--- config.mk ---
export PLATFORM = sky130hd
export DESIGN_NAME = pt8_timer
export DESIGN_NICKNAME = d
export VERILOG_FILES = /design/src/hdl/pt8_pkg.sv /design/src/hdl/pt8_timer.sv /design/src/hdl/pt8_div_cnt.sv
export SDC_FILE = /design/constraint.sdc
export NUM_CORES = 1
export LEC_CHECK = 0
export BUFFER_PORTS_ARGS = -buffer_cell sky130_fd_sc_hd__buf_2
export CAP_MARGIN = 10
export CELL_PAD_IN_SITES_DETAIL_PLACEMENT = 1
export CELL_PAD_IN_SITES_GLOBAL_PLACEMENT = 2
export CORE_MARGIN = 5
export CORE_UTILIZATION = 35
export CTS_CLUSTER_DIAMETER = 100
export DETAILED_ROUTE_END_ITERATION = 6
export PLACE_DENSITY_LB_ADDON = 0.1
export SETUP_SLACK_MARGIN = 0.2
export SYNTH_ARGS = -nofsm -noshare
export SYNTH_HDL_FRONTEND = slang
export SYNTH_SLANG_ARGS = --single-unit
--- constraint.sdc ---
create_clock -name clk -period 2.29 [get_ports clk]
set_clock_uncertainty 0.15 [all_clocks]
set_input_delay 0 -clock clk [delete_from_list [all_inputs] [get_ports clk]]
set_output_delay 0 -clock clk [all_outputs]
set_load 0.02 [all_outputs]
--- src/hdl/pt8_pkg.sv ---
// Package: register map, field layout and reset values of the period timer
package pt8_pkg;

   // ****************************************
   // Register offsets
   // ****************************************
   localparam logic [7:0] PT8_OFF_IRQ_FLAGS = 8'h0C;
   localparam logic [7:0] PT8_OFF_COUNT = 8'h11;
   localparam logic [7:0] PT8_OFF_CONTROL = 8'h12;
   localparam logic [7:0] PT8_OFF_IRQ_ENABLES = 8'h8C;
   localparam logic [7:0] PT8_OFF_PERIOD = 8'h92;

   // ****************************************
   // Field positions
   // ****************************************
   localparam int PT8_CTL_PRE_LSB = 0;
   localparam int PT8_CTL_PRE_MSB = 1;
   localparam int PT8_CTL_RUN_BIT = 2;
   localparam int PT8_CTL_POST_LSB = 3;
   localparam int PT8_CTL_POST_MSB = 6;
   localparam int PT8_IRQ_BIT = 1;
   localparam logic [7:0] PT8_CTL_MASK = 8'h7F;

   // ****************************************
   // Reset values and scaling constants
   // ****************************************
   localparam logic [7:0] PT8_COUNT_RST = 8'h00;
   localparam logic [7:0] PT8_PERIOD_RST = 8'hFF;
   localparam logic [7:0] PT8_REG_RST = 8'h00;
   localparam logic [1:0] PT8_INSTR_DIV_LAST = 2'h3;
   localparam logic [3:0] PT8_PRE_LAST_DIV1 = 4'h0;
   localparam logic [3:0] PT8_PRE_LAST_DIV4 = 4'h3;
   localparam logic [3:0] PT8_PRE_LAST_DIV16 = 4'hF;
   localparam logic [1:0] PT8_PRE_CODE_DIV1 = 2'h0;
   localparam logic [1:0] PT8_PRE_CODE_DIV4 = 2'h1;

endpackage

--- src/hdl/pt8_timer.sv ---
// Module: 8-bit period timer with prescaler, postscaler and register port
//
// Behaviour
// Readable, writable 8-bit count and period registers
// Count clock is system clock over four
// Prescale code 00:1, 01:4, 1x:16
// Count up, match period, then zero
// Matches feed 4-bit postscaler, 1 to 16
// Postscale ratio is field value plus one
// Postscaler event sets latched timer flag
// Run bit starts and stops counting
// Count/control write or reset clears scalers
// Control write leaves count unchanged
// Any reset clears the count
// Period register resets to all ones
// Control bit seven reads zero, ignored
// Period match exported for PWM time base
// Interrupt request needs flag and enable
// Software clears flag; hardware never does
`timescale 1ns/100ps
module pt8_timer
   import pt8_pkg::*;
(
   // Clock and reset
   input wire logic clk,
   input wire logic rstn,
   // Register port
   input wire logic [7:0] reg_addr,
   input wire logic [7:0] reg_wdata,
   input wire logic reg_wr,
   input wire logic reg_rd,
   output logic [7:0] reg_rdata,
   // Timer outputs
   output logic period_match,
   output logic period_irq
);

   // ****************************************
   // State
   // ****************************************
   typedef struct packed {
      logic [1:0] instr_cnt;
      logic [7:0] count;
      logic [7:0] period;
      logic [7:0] control;
      logic [7:0] flags;
      logic [7:0] enables;
      logic [7:0] rdata;
      logic match;
      logic irq;
   } pt8_state_t;

   pt8_state_t s_q;
   pt8_state_t s_d;

   logic wr_count;
   logic wr_control;
   logic scaler_clr;
   logic instr_tick;
   logic pre_tick;
   logic hit;
   logic post_tick;
   logic [3:0] pre_last;
   logic [1:0] pre_sel;

   // ****************************************
   // Address decode
   // ****************************************
   assign wr_count = reg_wr && (reg_addr == PT8_OFF_COUNT);
   assign wr_control = reg_wr && (reg_addr == PT8_OFF_CONTROL);
   // Reset handled inside the counters by rstn
   assign scaler_clr = wr_count || wr_control;
   assign pre_sel = s_q.control[PT8_CTL_PRE_MSB:PT8_CTL_PRE_LSB];

   // ****************************************
   // Prescaler selection
   // ****************************************
   always_comb begin
      case (pre_sel)
         PT8_PRE_CODE_DIV1: pre_last = PT8_PRE_LAST_DIV1;
         PT8_PRE_CODE_DIV4: pre_last = PT8_PRE_LAST_DIV4;
         default: pre_last = PT8_PRE_LAST_DIV16;
      endcase
   end

   // Instruction clock tick, one in four system cycles
   assign instr_tick = s_q.control[PT8_CTL_RUN_BIT]
      && (s_q.instr_cnt == PT8_INSTR_DIV_LAST);  // see

   pt8_div_cnt #(
      .W(4)
   ) u_pre (
      .clk(clk),
      .rstn(rstn),
      .clr(scaler_clr),
      .step(instr_tick),
      .last(pre_last),
      .wrap(pre_tick)
   );

   // Count reaching period on an increment cycle
   assign hit = pre_tick && (s_q.count == s_q.period) && !wr_count;

   pt8_div_cnt #(
      .W(4)
   ) u_post (
      .clk(clk),
      .rstn(rstn),
      .clr(scaler_clr),
      .step(hit),
      .last(s_q.control[PT8_CTL_POST_MSB:PT8_CTL_POST_LSB]),
      .wrap(post_tick)
   );  // see

   // ****************************************
   // Next state
   // ****************************************
   always_comb begin
      s_d = s_q;
      // Free-running phase keeps the instruction clock steady across stops
      s_d.instr_cnt = s_q.instr_cnt + 2'h1;
      if (wr_count) begin
         s_d.count = reg_wdata;
      end else if (hit) begin
         s_d.count = PT8_COUNT_RST;
      end else if (pre_tick) begin
         s_d.count = s_q.count + 8'h01;
      end
      // Control write sets control and clears the scalers, count kept
      if (wr_control) begin
         s_d.control = reg_wdata & PT8_CTL_MASK;  // see
      end
      if (reg_wr && reg_addr == PT8_OFF_PERIOD) begin
         s_d.period = reg_wdata;
      end
      if (reg_wr && reg_addr == PT8_OFF_IRQ_ENABLES) begin
         s_d.enables = reg_wdata;
      end
      if (reg_wr && reg_addr == PT8_OFF_IRQ_FLAGS) begin
         s_d.flags = reg_wdata;
      end
      // Set wins over a simultaneous software clear
      if (post_tick) begin
         s_d.flags[PT8_IRQ_BIT] = 1'b1;
      end
      s_d.match = hit;
      s_d.irq = s_d.flags[PT8_IRQ_BIT] && s_d.enables[PT8_IRQ_BIT];
      s_d.rdata = PT8_REG_RST;
      if (reg_rd) begin
         case (reg_addr)
            PT8_OFF_COUNT: s_d.rdata = s_q.count;
            PT8_OFF_PERIOD: s_d.rdata = s_q.period;
            PT8_OFF_CONTROL: s_d.rdata = s_q.control;
            PT8_OFF_IRQ_FLAGS: s_d.rdata = s_q.flags;
            PT8_OFF_IRQ_ENABLES: s_d.rdata = s_q.enables;
            default: s_d.rdata = PT8_REG_RST;
         endcase
      end
   end

   // ****************************************
   // Registers
   // ****************************************
   always_ff @(posedge clk or negedge rstn) begin
      if (!rstn) begin
         s_q.instr_cnt <= '0;
         s_q.count <= PT8_COUNT_RST;
         s_q.period <= PT8_PERIOD_RST;
         s_q.control <= PT8_REG_RST;
         s_q.flags <= PT8_REG_RST;
         s_q.enables <= PT8_REG_RST;
         s_q.rdata <= PT8_REG_RST;
         s_q.match <= 1'b0;
         s_q.irq <= 1'b0;
      end else begin
         s_q <= s_d;
      end
   end

   assign reg_rdata = s_q.rdata;
   assign period_match = s_q.match;
   assign period_irq = s_q.irq;

endmodule

--- src/hdl/pt8_div_cnt.sv ---
// Module: clearable wrap-around divide counter
`timescale 1ns/100ps
module pt8_div_cnt
   import pt8_pkg::*;
#(
   parameter int W = 4
) (
   // Clock and reset
   input wire logic clk,
   input wire logic rstn,
   // Control
   input wire logic clr,
   input wire logic step,
   input wire logic [W-1:0] last,
   // Result
   output logic wrap
);

   // ****************************************
   // State
   // ****************************************
   typedef struct packed {
      logic [W-1:0] cnt;
   } pt8_div_state_t;

   pt8_div_state_t s_q;
   pt8_div_state_t s_d;

   always_comb begin
      s_d = s_q;
      wrap = step && (s_q.cnt >= last);
      if (clr) begin
         s_d.cnt = '0;
      end else if (wrap) begin
         s_d.cnt = '0;
      end else if (step) begin
         s_d.cnt = s_q.cnt + 1'b1;
      end
   end

   always_ff @(posedge clk or negedge rstn) begin
      if (!rstn) begin
         s_q <= '0;
      end else begin
         s_q <= s_d;
      end
   end

endmodule

==> flow_summary.rst, run 1 <==
.. list-table::
   :header-rows: 1

   * - Metric
     - Value
   * - R2R Setup Slk
     - -100 ps
   * - VDD IR max
     - 0.0002837 V
   * - Post-Route Hold Slack
     - 26.73 ps
   * - Die height
     - 105.2 um
   * - Final net count
     - 393
   * - Bufs on Longest Clock Path
     - 2
   * - Async SR Flop Fraction
     - 100.0%
   * - Result of the run
     - finished, violations left
   * - Slew at the pin with the worst max-slew slack
     - 569.4 ps
   * - Instance area at placement
     - 3611 um2
   * - DRC violation count after routing
     - 0
   * - Leading register cell type out of synthesis
     - sky130_fd_sc_hd__dfrtp_1
   * - Max capacitance violation total
     - 0
   * - Pin count of the biggest net entering global routing
     - 60
   * - Worst relative slew slack
     - 61.90%
   * - Peak Freq
     - 419.3 MHz
   * - EDFF count, synth
     - 0
   * - Minimum setup slack after placement
     - -110.2 ps
   * - Antenna cell count
     - 0
   * - Router iterations before antenna repair
     - 4
   * - Initial Utilization
     - 36.22%
   * - Crit path max fanout
     - 6
   * - Net Count, Synth
     - 328
   * - Area taken by flip-flops and latches
     - 1486 um2
   * - Multi-input logic area
     - 1660 um2
   * - CTS tree
     - yes
   * - Area of the die
     - 11070 um2
   * - Reg clk slew, reported paths
     - 70 ps
   * - Clock Root Buffer
     - sky130_fd_sc_hd__clkbuf_8
   * - Area growth from synthesis to layout
     - 26.88%
   * - Pwr Density
     - 658.7 nW/um2
   * - Origin of the critical flop-to-flop path
     - pre_sel[0]
   * - Worst setup path class
     - reg -> reg
   * - Vias after detailed routing
     - 2565
   * - Overall Global Routing Usage
     - 16.82%
   * - Worst Path Arrival
     - 2460 ps
   * - Final Max Tran Viols
     - 0
   * - Cell area after synthesis
     - 3174 um2
   * - Final critical path time including I/O delays and setup
     - 2385 ps
   * - Element type at the critical path start
     - flip-flop
   * - Number of cells after detailed placement
     - 443
   * - Sequential-to-total area share from yosys stat
     - 46.83%
   * - Routability congestion estimate
     - 0.7469
   * - Power Total
     - 2.653 mW
   * - Clk sink count
     - 59
   * - Die Span X
     - 105.2 um
   * - Core Box Area
     - 8763 um2
   * - Sw power
     - 0.8217 mW
   * - Share of the synthesized area in the top cell type
     - 40.20%
   * - Detailed placement HPWL
     - 6415 um
   * - Min-delay worst type
     - in -> reg
   * - Number of nets with antenna violations after detailed routing
     - 0
   * - Total I/O pin count
     - 30
   * - I/O Buffers
     - 29
   * - Vias in the first global route
     - 2775
   * - Average wire per cell in the routed design
     - 18.63 um
   * - Antenna violations before repair
     - 0
   * - Setup ws final
     - -95.16 ps
   * - Synthesis warning total
     - 0
   * - Most frequent standard cell in the layout excluding fill and tap cells
     - sky130_fd_sc_hd__dfrtp_1
   * - Final hold viol count
     - 0
   * - Depth of the CTS H-tree
     - 3
   * - Per-instance average area after synthesis
     - 10.72 um2
   * - Total overflow reported by the global router
     - 0
   * - Clock network fraction of total power
     - 32.1%
   * - Number of synthesized register bits
     - 59
   * - Crit. Startpoint
     - pre_sel[0]
   * - Leakage
     - 1.824 nW
   * - Required time reported for the critical path endpoint
     - 2370 ps
   * - Critical Path Sink Type
     - flip-flop
   * - Int Pwr
     - 1.831 mW
   * - Placement Rows
     - 34
   * - Share of the cycle needed by the critical path after routing
     - 104.2%
   * - Failing checks
     - negative setup slack
   * - Commonest non-fill, non-tap cells in the layout
     - sky130_fd_sc_hd__dfrtp_1, sky130_fd_sc_hd__mux2_2, sky130_fd_sc_hd__buf_2, sky130_fd_sc_hd__buf_4, sky130_fd_sc_hd__nand2_1
   * - Number of endpoints failing setup at the final stage
     - 4
   * - Sequential share of power
     - 45.5%
   * - Cell area after layout
     - 4028 um2
   * - Detailed Route Iter0 Violations
     - 88
   * - Detailed-route wire length
     - 8831 um
   * - Switching power as a share of total power
     - 30.97%
   * - Count of cells along the worst register-to-register path
     - 8
   * - Netlist cell types
     - 53
   * - Synth top area cells
     - sky130_fd_sc_hd__dfrtp_1, sky130_fd_sc_hd__mux2_2, sky130_fd_sc_hd__dfstp_2
   * - Vias/cell
     - 5.411
   * - Setup repair after global routing missed its margin
     - yes
   * - Post-synthesis cell type with the largest combined area
     - sky130_fd_sc_hd__dfrtp_1
   * - Filler cell count in the final layout
     - 964
   * - Reg2Reg Capture Point
     - u_post.s_q[3]
   * - Logic pwr share
     - 22.4%
   * - Synthesized instance count
     - 296
   * - End point of the critical path
     - u_post.s_q[3]
   * - Inserted Clock Buffers
     - 9
   * - Worst-skew pair later-pin latency
     - 340 ps
   * - Fraction of layout instances using a drive strength above 1
     - 40.71%
   * - Wire length of the first global-routing pass
     - 14650 um
   * - Post-layout instance count excluding filler cells
     - 474
[logic make-up after synthesis]
group | count (synthesis) | share of synthesized area, %
adder cells (fa/ha/maj) | 12 | 4.730
AND/OR/NAND/NOR | 86 | 15.45
buffers and inverters | 30 | 4.809
flip-flops | 59 | 46.83
AO/OA/AOI/OAI | 65 | 13.32
XOR/XNOR | 9 | 2.483
multiplexers | 35 | 12.38
[per-layer routing]
layer  vias up  global-route usage (%)  routed length, um
met5         -                       0                  0
met4         0                   4.475                125
met3        12                   3.973                284
met2        40                   27.88               4312
met1      1293                   22.05               4107
li1       1220                       -                  -
[worst min-delay path by stage]
stage	endpoint	depth (start not counted)	startpoint	slack [ps]
after floorplan	period_irq	0	rstn	-450
after global placement	period_match	2	rstn	-110
after detailed placement	s_q[32]	2	rstn	-110
after CTS	reg_rdata[5]	4	reg_addr[6]	7
after global routing	reg_rdata[6]	3	reg_addr[6]	50
final	reg_rdata[3]	4	reg_addr[6]	30
[power by group through the flow]
stage | clock network, mW | logic [mW] | registers [mW]
finish | 0.852 | 0.595 | 1.21
global placement | 0 | 0.514 | 1.22
global route | 0.938 | 0.676 | 1.22
floorplan | 0 | 0.301 | 1.21
detailed placement | 0 | 0.527 | 1.23
CTS | 0.888 | 0.593 | 1.21
[final cells by class]
| type | count | area share (%) |
|---|---|---|
| clock buffers | 11 | 3.510 |
| clock inverters | 5 | 0.7456 |
| inverters | 10 | 0.9320 |
| multi-input cells | 207 | 41.22 |
| flip-flops and latches | 59 | 36.91 |
| well taps | 108 | 3.355 |
| repair buffers | 74 | 13.33 |
[registers in the layout, summed over array words and instances, names as in the netlist]
signal,count
s_q,39
reg_rdata,8
u_post.s_q,4
u_pre.s_q,4
pre_sel,2
period_irq,1
period_match,1
[repair_timing]
| action | in CTS | in global routing |
|---|---|---|
| pin swaps | 6 | 0 |
| setup buffers | 2 | 0 |
| resized for setup | 28 | 3 |
| hold endpoints to repair | 107 | 0 |
| hold buffers | 12 | 0 |
| cloned | 1 | 0 |
| setup endpoints to repair | 19 | 19 |
[cell usage after synthesis (5+ instances only)]
master                     count
sky130_fd_sc_hd__xor2_1        9
sky130_fd_sc_hd__ha_1         12
sky130_fd_sc_hd__a32oi_1       5
sky130_fd_sc_hd__dfstp_2       8
sky130_fd_sc_hd__inv_1        10
sky130_fd_sc_hd__a21oi_1      25
sky130_fd_sc_hd__nand3_1      10
sky130_fd_sc_hd__a222oi_1      6
sky130_fd_sc_hd__mux2_2       34
sky130_fd_sc_hd__buf_2         8
sky130_fd_sc_hd__nand2_1      23
sky130_fd_sc_hd__o21ai_0      13
sky130_fd_sc_hd__nand4_1       5
sky130_fd_sc_hd__buf_4         8
sky130_fd_sc_hd__nor2_1        7
sky130_fd_sc_hd__nor3_1       12
sky130_fd_sc_hd__dfrtp_1      51
[per-stage QoR]
| stage | setup TNS, ps | utilization, % |
|---|---|---|
| finish | -181.9 | 45.96 |
| CTS | -212.0 | 45.83 |
| global placement | -114.1 | 41.21 |
| floorplan | 0 | - |
| global route | -1250 | 45.96 |
| detailed placement | -683.8 | 41.21 |
[worst max-delay path: stages, from the launching register on]
cell and delay (ps):
sky130_fd_sc_hd__dfrtp_1 380, sky130_fd_sc_hd__or2_4 270, sky130_fd_sc_hd__ha_4 250, sky130_fd_sc_hd__nand2b_4 120, sky130_fd_sc_hd__a2111oi_4 70, sky130_fd_sc_hd__or4_4 430
sky130_fd_sc_hd__buf_6 150, sky130_fd_sc_hd__a211o_1 240, sky130_fd_sc_hd__a32o_1 220
Note: power is estimated with default switching activity, not from simulation.
==> inputs of run 2 (changes only) <==
--- a/config.mk
+++ b/config.mk
@@ -14,6 +14,7 @@
 export CTS_CLUSTER_DIAMETER = 100
 export DETAILED_ROUTE_END_ITERATION = 6
 export PLACE_DENSITY_LB_ADDON = 0.1
+export RECOVER_POWER = 25
 export SETUP_SLACK_MARGIN = 0.2
 export SYNTH_ARGS = -nofsm -noshare
 export SYNTH_HDL_FRONTEND = slang
==> flow_summary.rst, run 2 (same netlist as run 1, synthesis figures left out) <==
.. list-table::
   :header-rows: 1

   * - Metric
     - Value
   * - Router iterations before antenna repair
     - 5
   * - Critical Path Sink Type
     - flip-flop
   * - Filler cell count in the final layout
     - 966
   * - Vias in the first global route
     - 2775
   * - Routability congestion estimate
     - 0.7469
   * - Wire length of the first global-routing pass
     - 14650 um
   * - Number of nets with antenna violations after detailed routing
     - 0
   * - Setup repair after global routing missed its margin
     - yes
   * - Detailed-route wire length
     - 8834 um
   * - Pin count of the biggest net entering global routing
     - 60
   * - Area growth from synthesis to layout
     - 26.41%
   * - Detailed Route Iter0 Violations
     - 73
   * - Final hold viol count
     - 0
   * - Post-layout instance count excluding filler cells
     - 474
   * - Number of cells after detailed placement
     - 443
   * - Peak Freq
     - 419.5 MHz
   * - Final Max Tran Viols
     - 60
   * - Commonest non-fill, non-tap cells in the layout
     - sky130_fd_sc_hd__dfrtp_1, sky130_fd_sc_hd__mux2_2, sky130_fd_sc_hd__buf_2, sky130_fd_sc_hd__buf_4, sky130_fd_sc_hd__nand2_1
   * - Share of the cycle needed by the critical path after routing
     - 104.1%
   * - Antenna violations before repair
     - 0
   * - Sum of negative setup slack
     - -181.6 ps
   * - Core Box Area
     - 8763 um2
   * - Count of cells along the worst register-to-register path
     - 8
   * - Min-delay src
     - reg_addr[6]
   * - Required time reported for the critical path endpoint
     - 2380 ps
   * - Element type at the critical path start
     - flip-flop
   * - Worst-skew pair later-pin latency
     - 350 ps
   * - Hold path endpoint
     - reg_rdata[3]
   * - Number of endpoints failing setup at the final stage
     - 5
   * - Reg2Reg Capture Point
     - u_post.s_q[3]
   * - Most frequent standard cell in the layout excluding fill and tap cells
     - sky130_fd_sc_hd__dfrtp_1
   * - Clk sink count
     - 59
   * - Antenna cell count
     - 0
   * - I/O Buffers
     - 29
   * - Crit path max fanout
     - 6
   * - Overall Global Routing Usage
     - 16.82%
   * - Worst relative slew slack
     - -2.258%
   * - Fraction of layout instances using a drive strength above 1
     - 40.71%
   * - Detailed placement HPWL
     - 6415 um
   * - DRC violation count after routing
     - 0
   * - Worst Path Arrival
     - 2470 ps
   * - Pwr Density
     - 661.2 nW/um2
   * - Bufs on Longest Clock Path
     - 2
   * - R2R Setup Slk
     - -90 ps
   * - Min-delay worst type
     - in -> reg
   * - Final critical path time including I/O delays and setup
     - 2384 ps
   * - Vias/cell
     - 5.416
   * - Final net count
     - 393
   * - Total I/O pin count
     - 30
   * - Share of the core filled with cells in the final layout
     - 45.79%
   * - VDD IR max
     - 0.0002828 V
   * - Worst hold path cell count
     - 4
   * - Clock Root Buffer
     - sky130_fd_sc_hd__clkbuf_8
   * - Depth of the CTS H-tree
     - 3
   * - Vias after detailed routing
     - 2567
   * - Leakage
     - 1.818 nW
   * - Inserted Clock Buffers
     - 9
   * - CTS tree
     - yes
   * - Reg clk slew, reported paths
     - 70 ps
   * - Cell area after layout
     - 4013 um2
   * - Max capacitance violation total
     - 1
   * - Area of the die
     - 11070 um2
   * - Placement Rows
     - 34
   * - Result of the run
     - finished, violations left
   * - Max FFs per register
     - 39
   * - Initial Utilization
     - 36.22%
   * - Register bank with the most flops
     - s_q
   * - Failing checks
     - max-capacitance violations, max-slew violations, negative setup slack
   * - Total overflow reported by the global router
     - 0
   * - Post-Route Hold Slack
     - 20.34 ps
   * - Instance area at placement
     - 3611 um2
   * - Setup ws final
     - -93.98 ps
   * - Slew at the pin with the worst max-slew slack
     - 1534 ps
   * - Die height
     - 105.2 um
   * - Origin of the critical flop-to-flop path
     - pre_sel[0]
   * - Average wire per cell in the routed design
     - 18.64 um
   * - Die Span X
     - 105.2 um
   * - Worst setup path class
     - reg -> reg
[run 2: cell count changes in the layout (fill, tap and decap cells not counted), sizes merged]
cell    delta
clkbuf     +1
buf        -1
[run 2: stage by stage]
step | worst slack (ps) | power, mW
final | -93.98 | 2.653
after global routing | -153.6 | 2.829
after CTS | -94.67 | 2.690
after detailed placement | -110.2 | 1.753
after global placement | -42.24 | 1.739
after floorplan | 22.61 | 1.510
[run 2: metal layers]
layer	wire [um]	global-route usage, %
met3	315	3.973
met5	0	0
met4	137	4.475
met2	4289	27.88
met1	4091	22.05
[run 2: worst max-delay path by stage]
stage	start	to	slack, ps	cells after the start
final	pre_sel[0]	u_post.s_q[3]	-90	8
after global routing	pre_sel[0]	u_post.s_q[3]	-150	8
after CTS	pre_sel[0]	u_post.s_q[3]	-90	8
after detailed placement	pre_sel[0]	u_post.s_q[3]	-110	8
after global placement	pre_sel[0]	u_post.s_q[3]	-40	8
after floorplan	pre_sel[0]	u_post.s_q[3]	20	8
[run 2: area by class of cell]
class | instances | area, um2 | area share (%)
sequential | 59 | 1486 | 37.04
inverter | 10 | 37.54 | 0.9355
tap | 108 | 135.1 | 3.368
multi-input combinational | 207 | 1660 | 41.38
timing repair buffer | 74 | 521.8 | 13.00
clock inverter | 5 | 30.03 | 0.7484
clock buffer | 11 | 141.4 | 3.524
[run 2: worst max-delay path, cell delays in order (launching register included)]
cell and delay (ps):
sky130_fd_sc_hd__dfrtp_1 380, sky130_fd_sc_hd__or2_4 270, sky130_fd_sc_hd__ha_4 250, sky130_fd_sc_hd__nand2b_4 120
sky130_fd_sc_hd__a2111oi_4 70, sky130_fd_sc_hd__or4_4 430, sky130_fd_sc_hd__buf_6 150, sky130_fd_sc_hd__a211o_1 240
sky130_fd_sc_hd__a32o_1 220
[run 2: power breakdown]
| part | total, mW | switching (mW) | internal, mW | leakage, nW |
|---|---|---|---|---|
| clock | 0.856 | 0.440 | 0.416 | 0.0851 |
| combinational | 0.591 | 0.308 | 0.283 | 0.978 |
| sequential | 1.21 | 0.0781 | 1.13 | 0.756 |
[run 2: repair_timing]
item | 4_1_cts | 5_1_grt
resized for setup | 28 | 3
hold buffers | 12 | 0
buffers inserted | 2 | 0
endpoints found under the setup margin | 19 | 19
gates cloned | 1 | 0
pin swaps | 6 | 0
hold endpoints to repair | 107 | 0
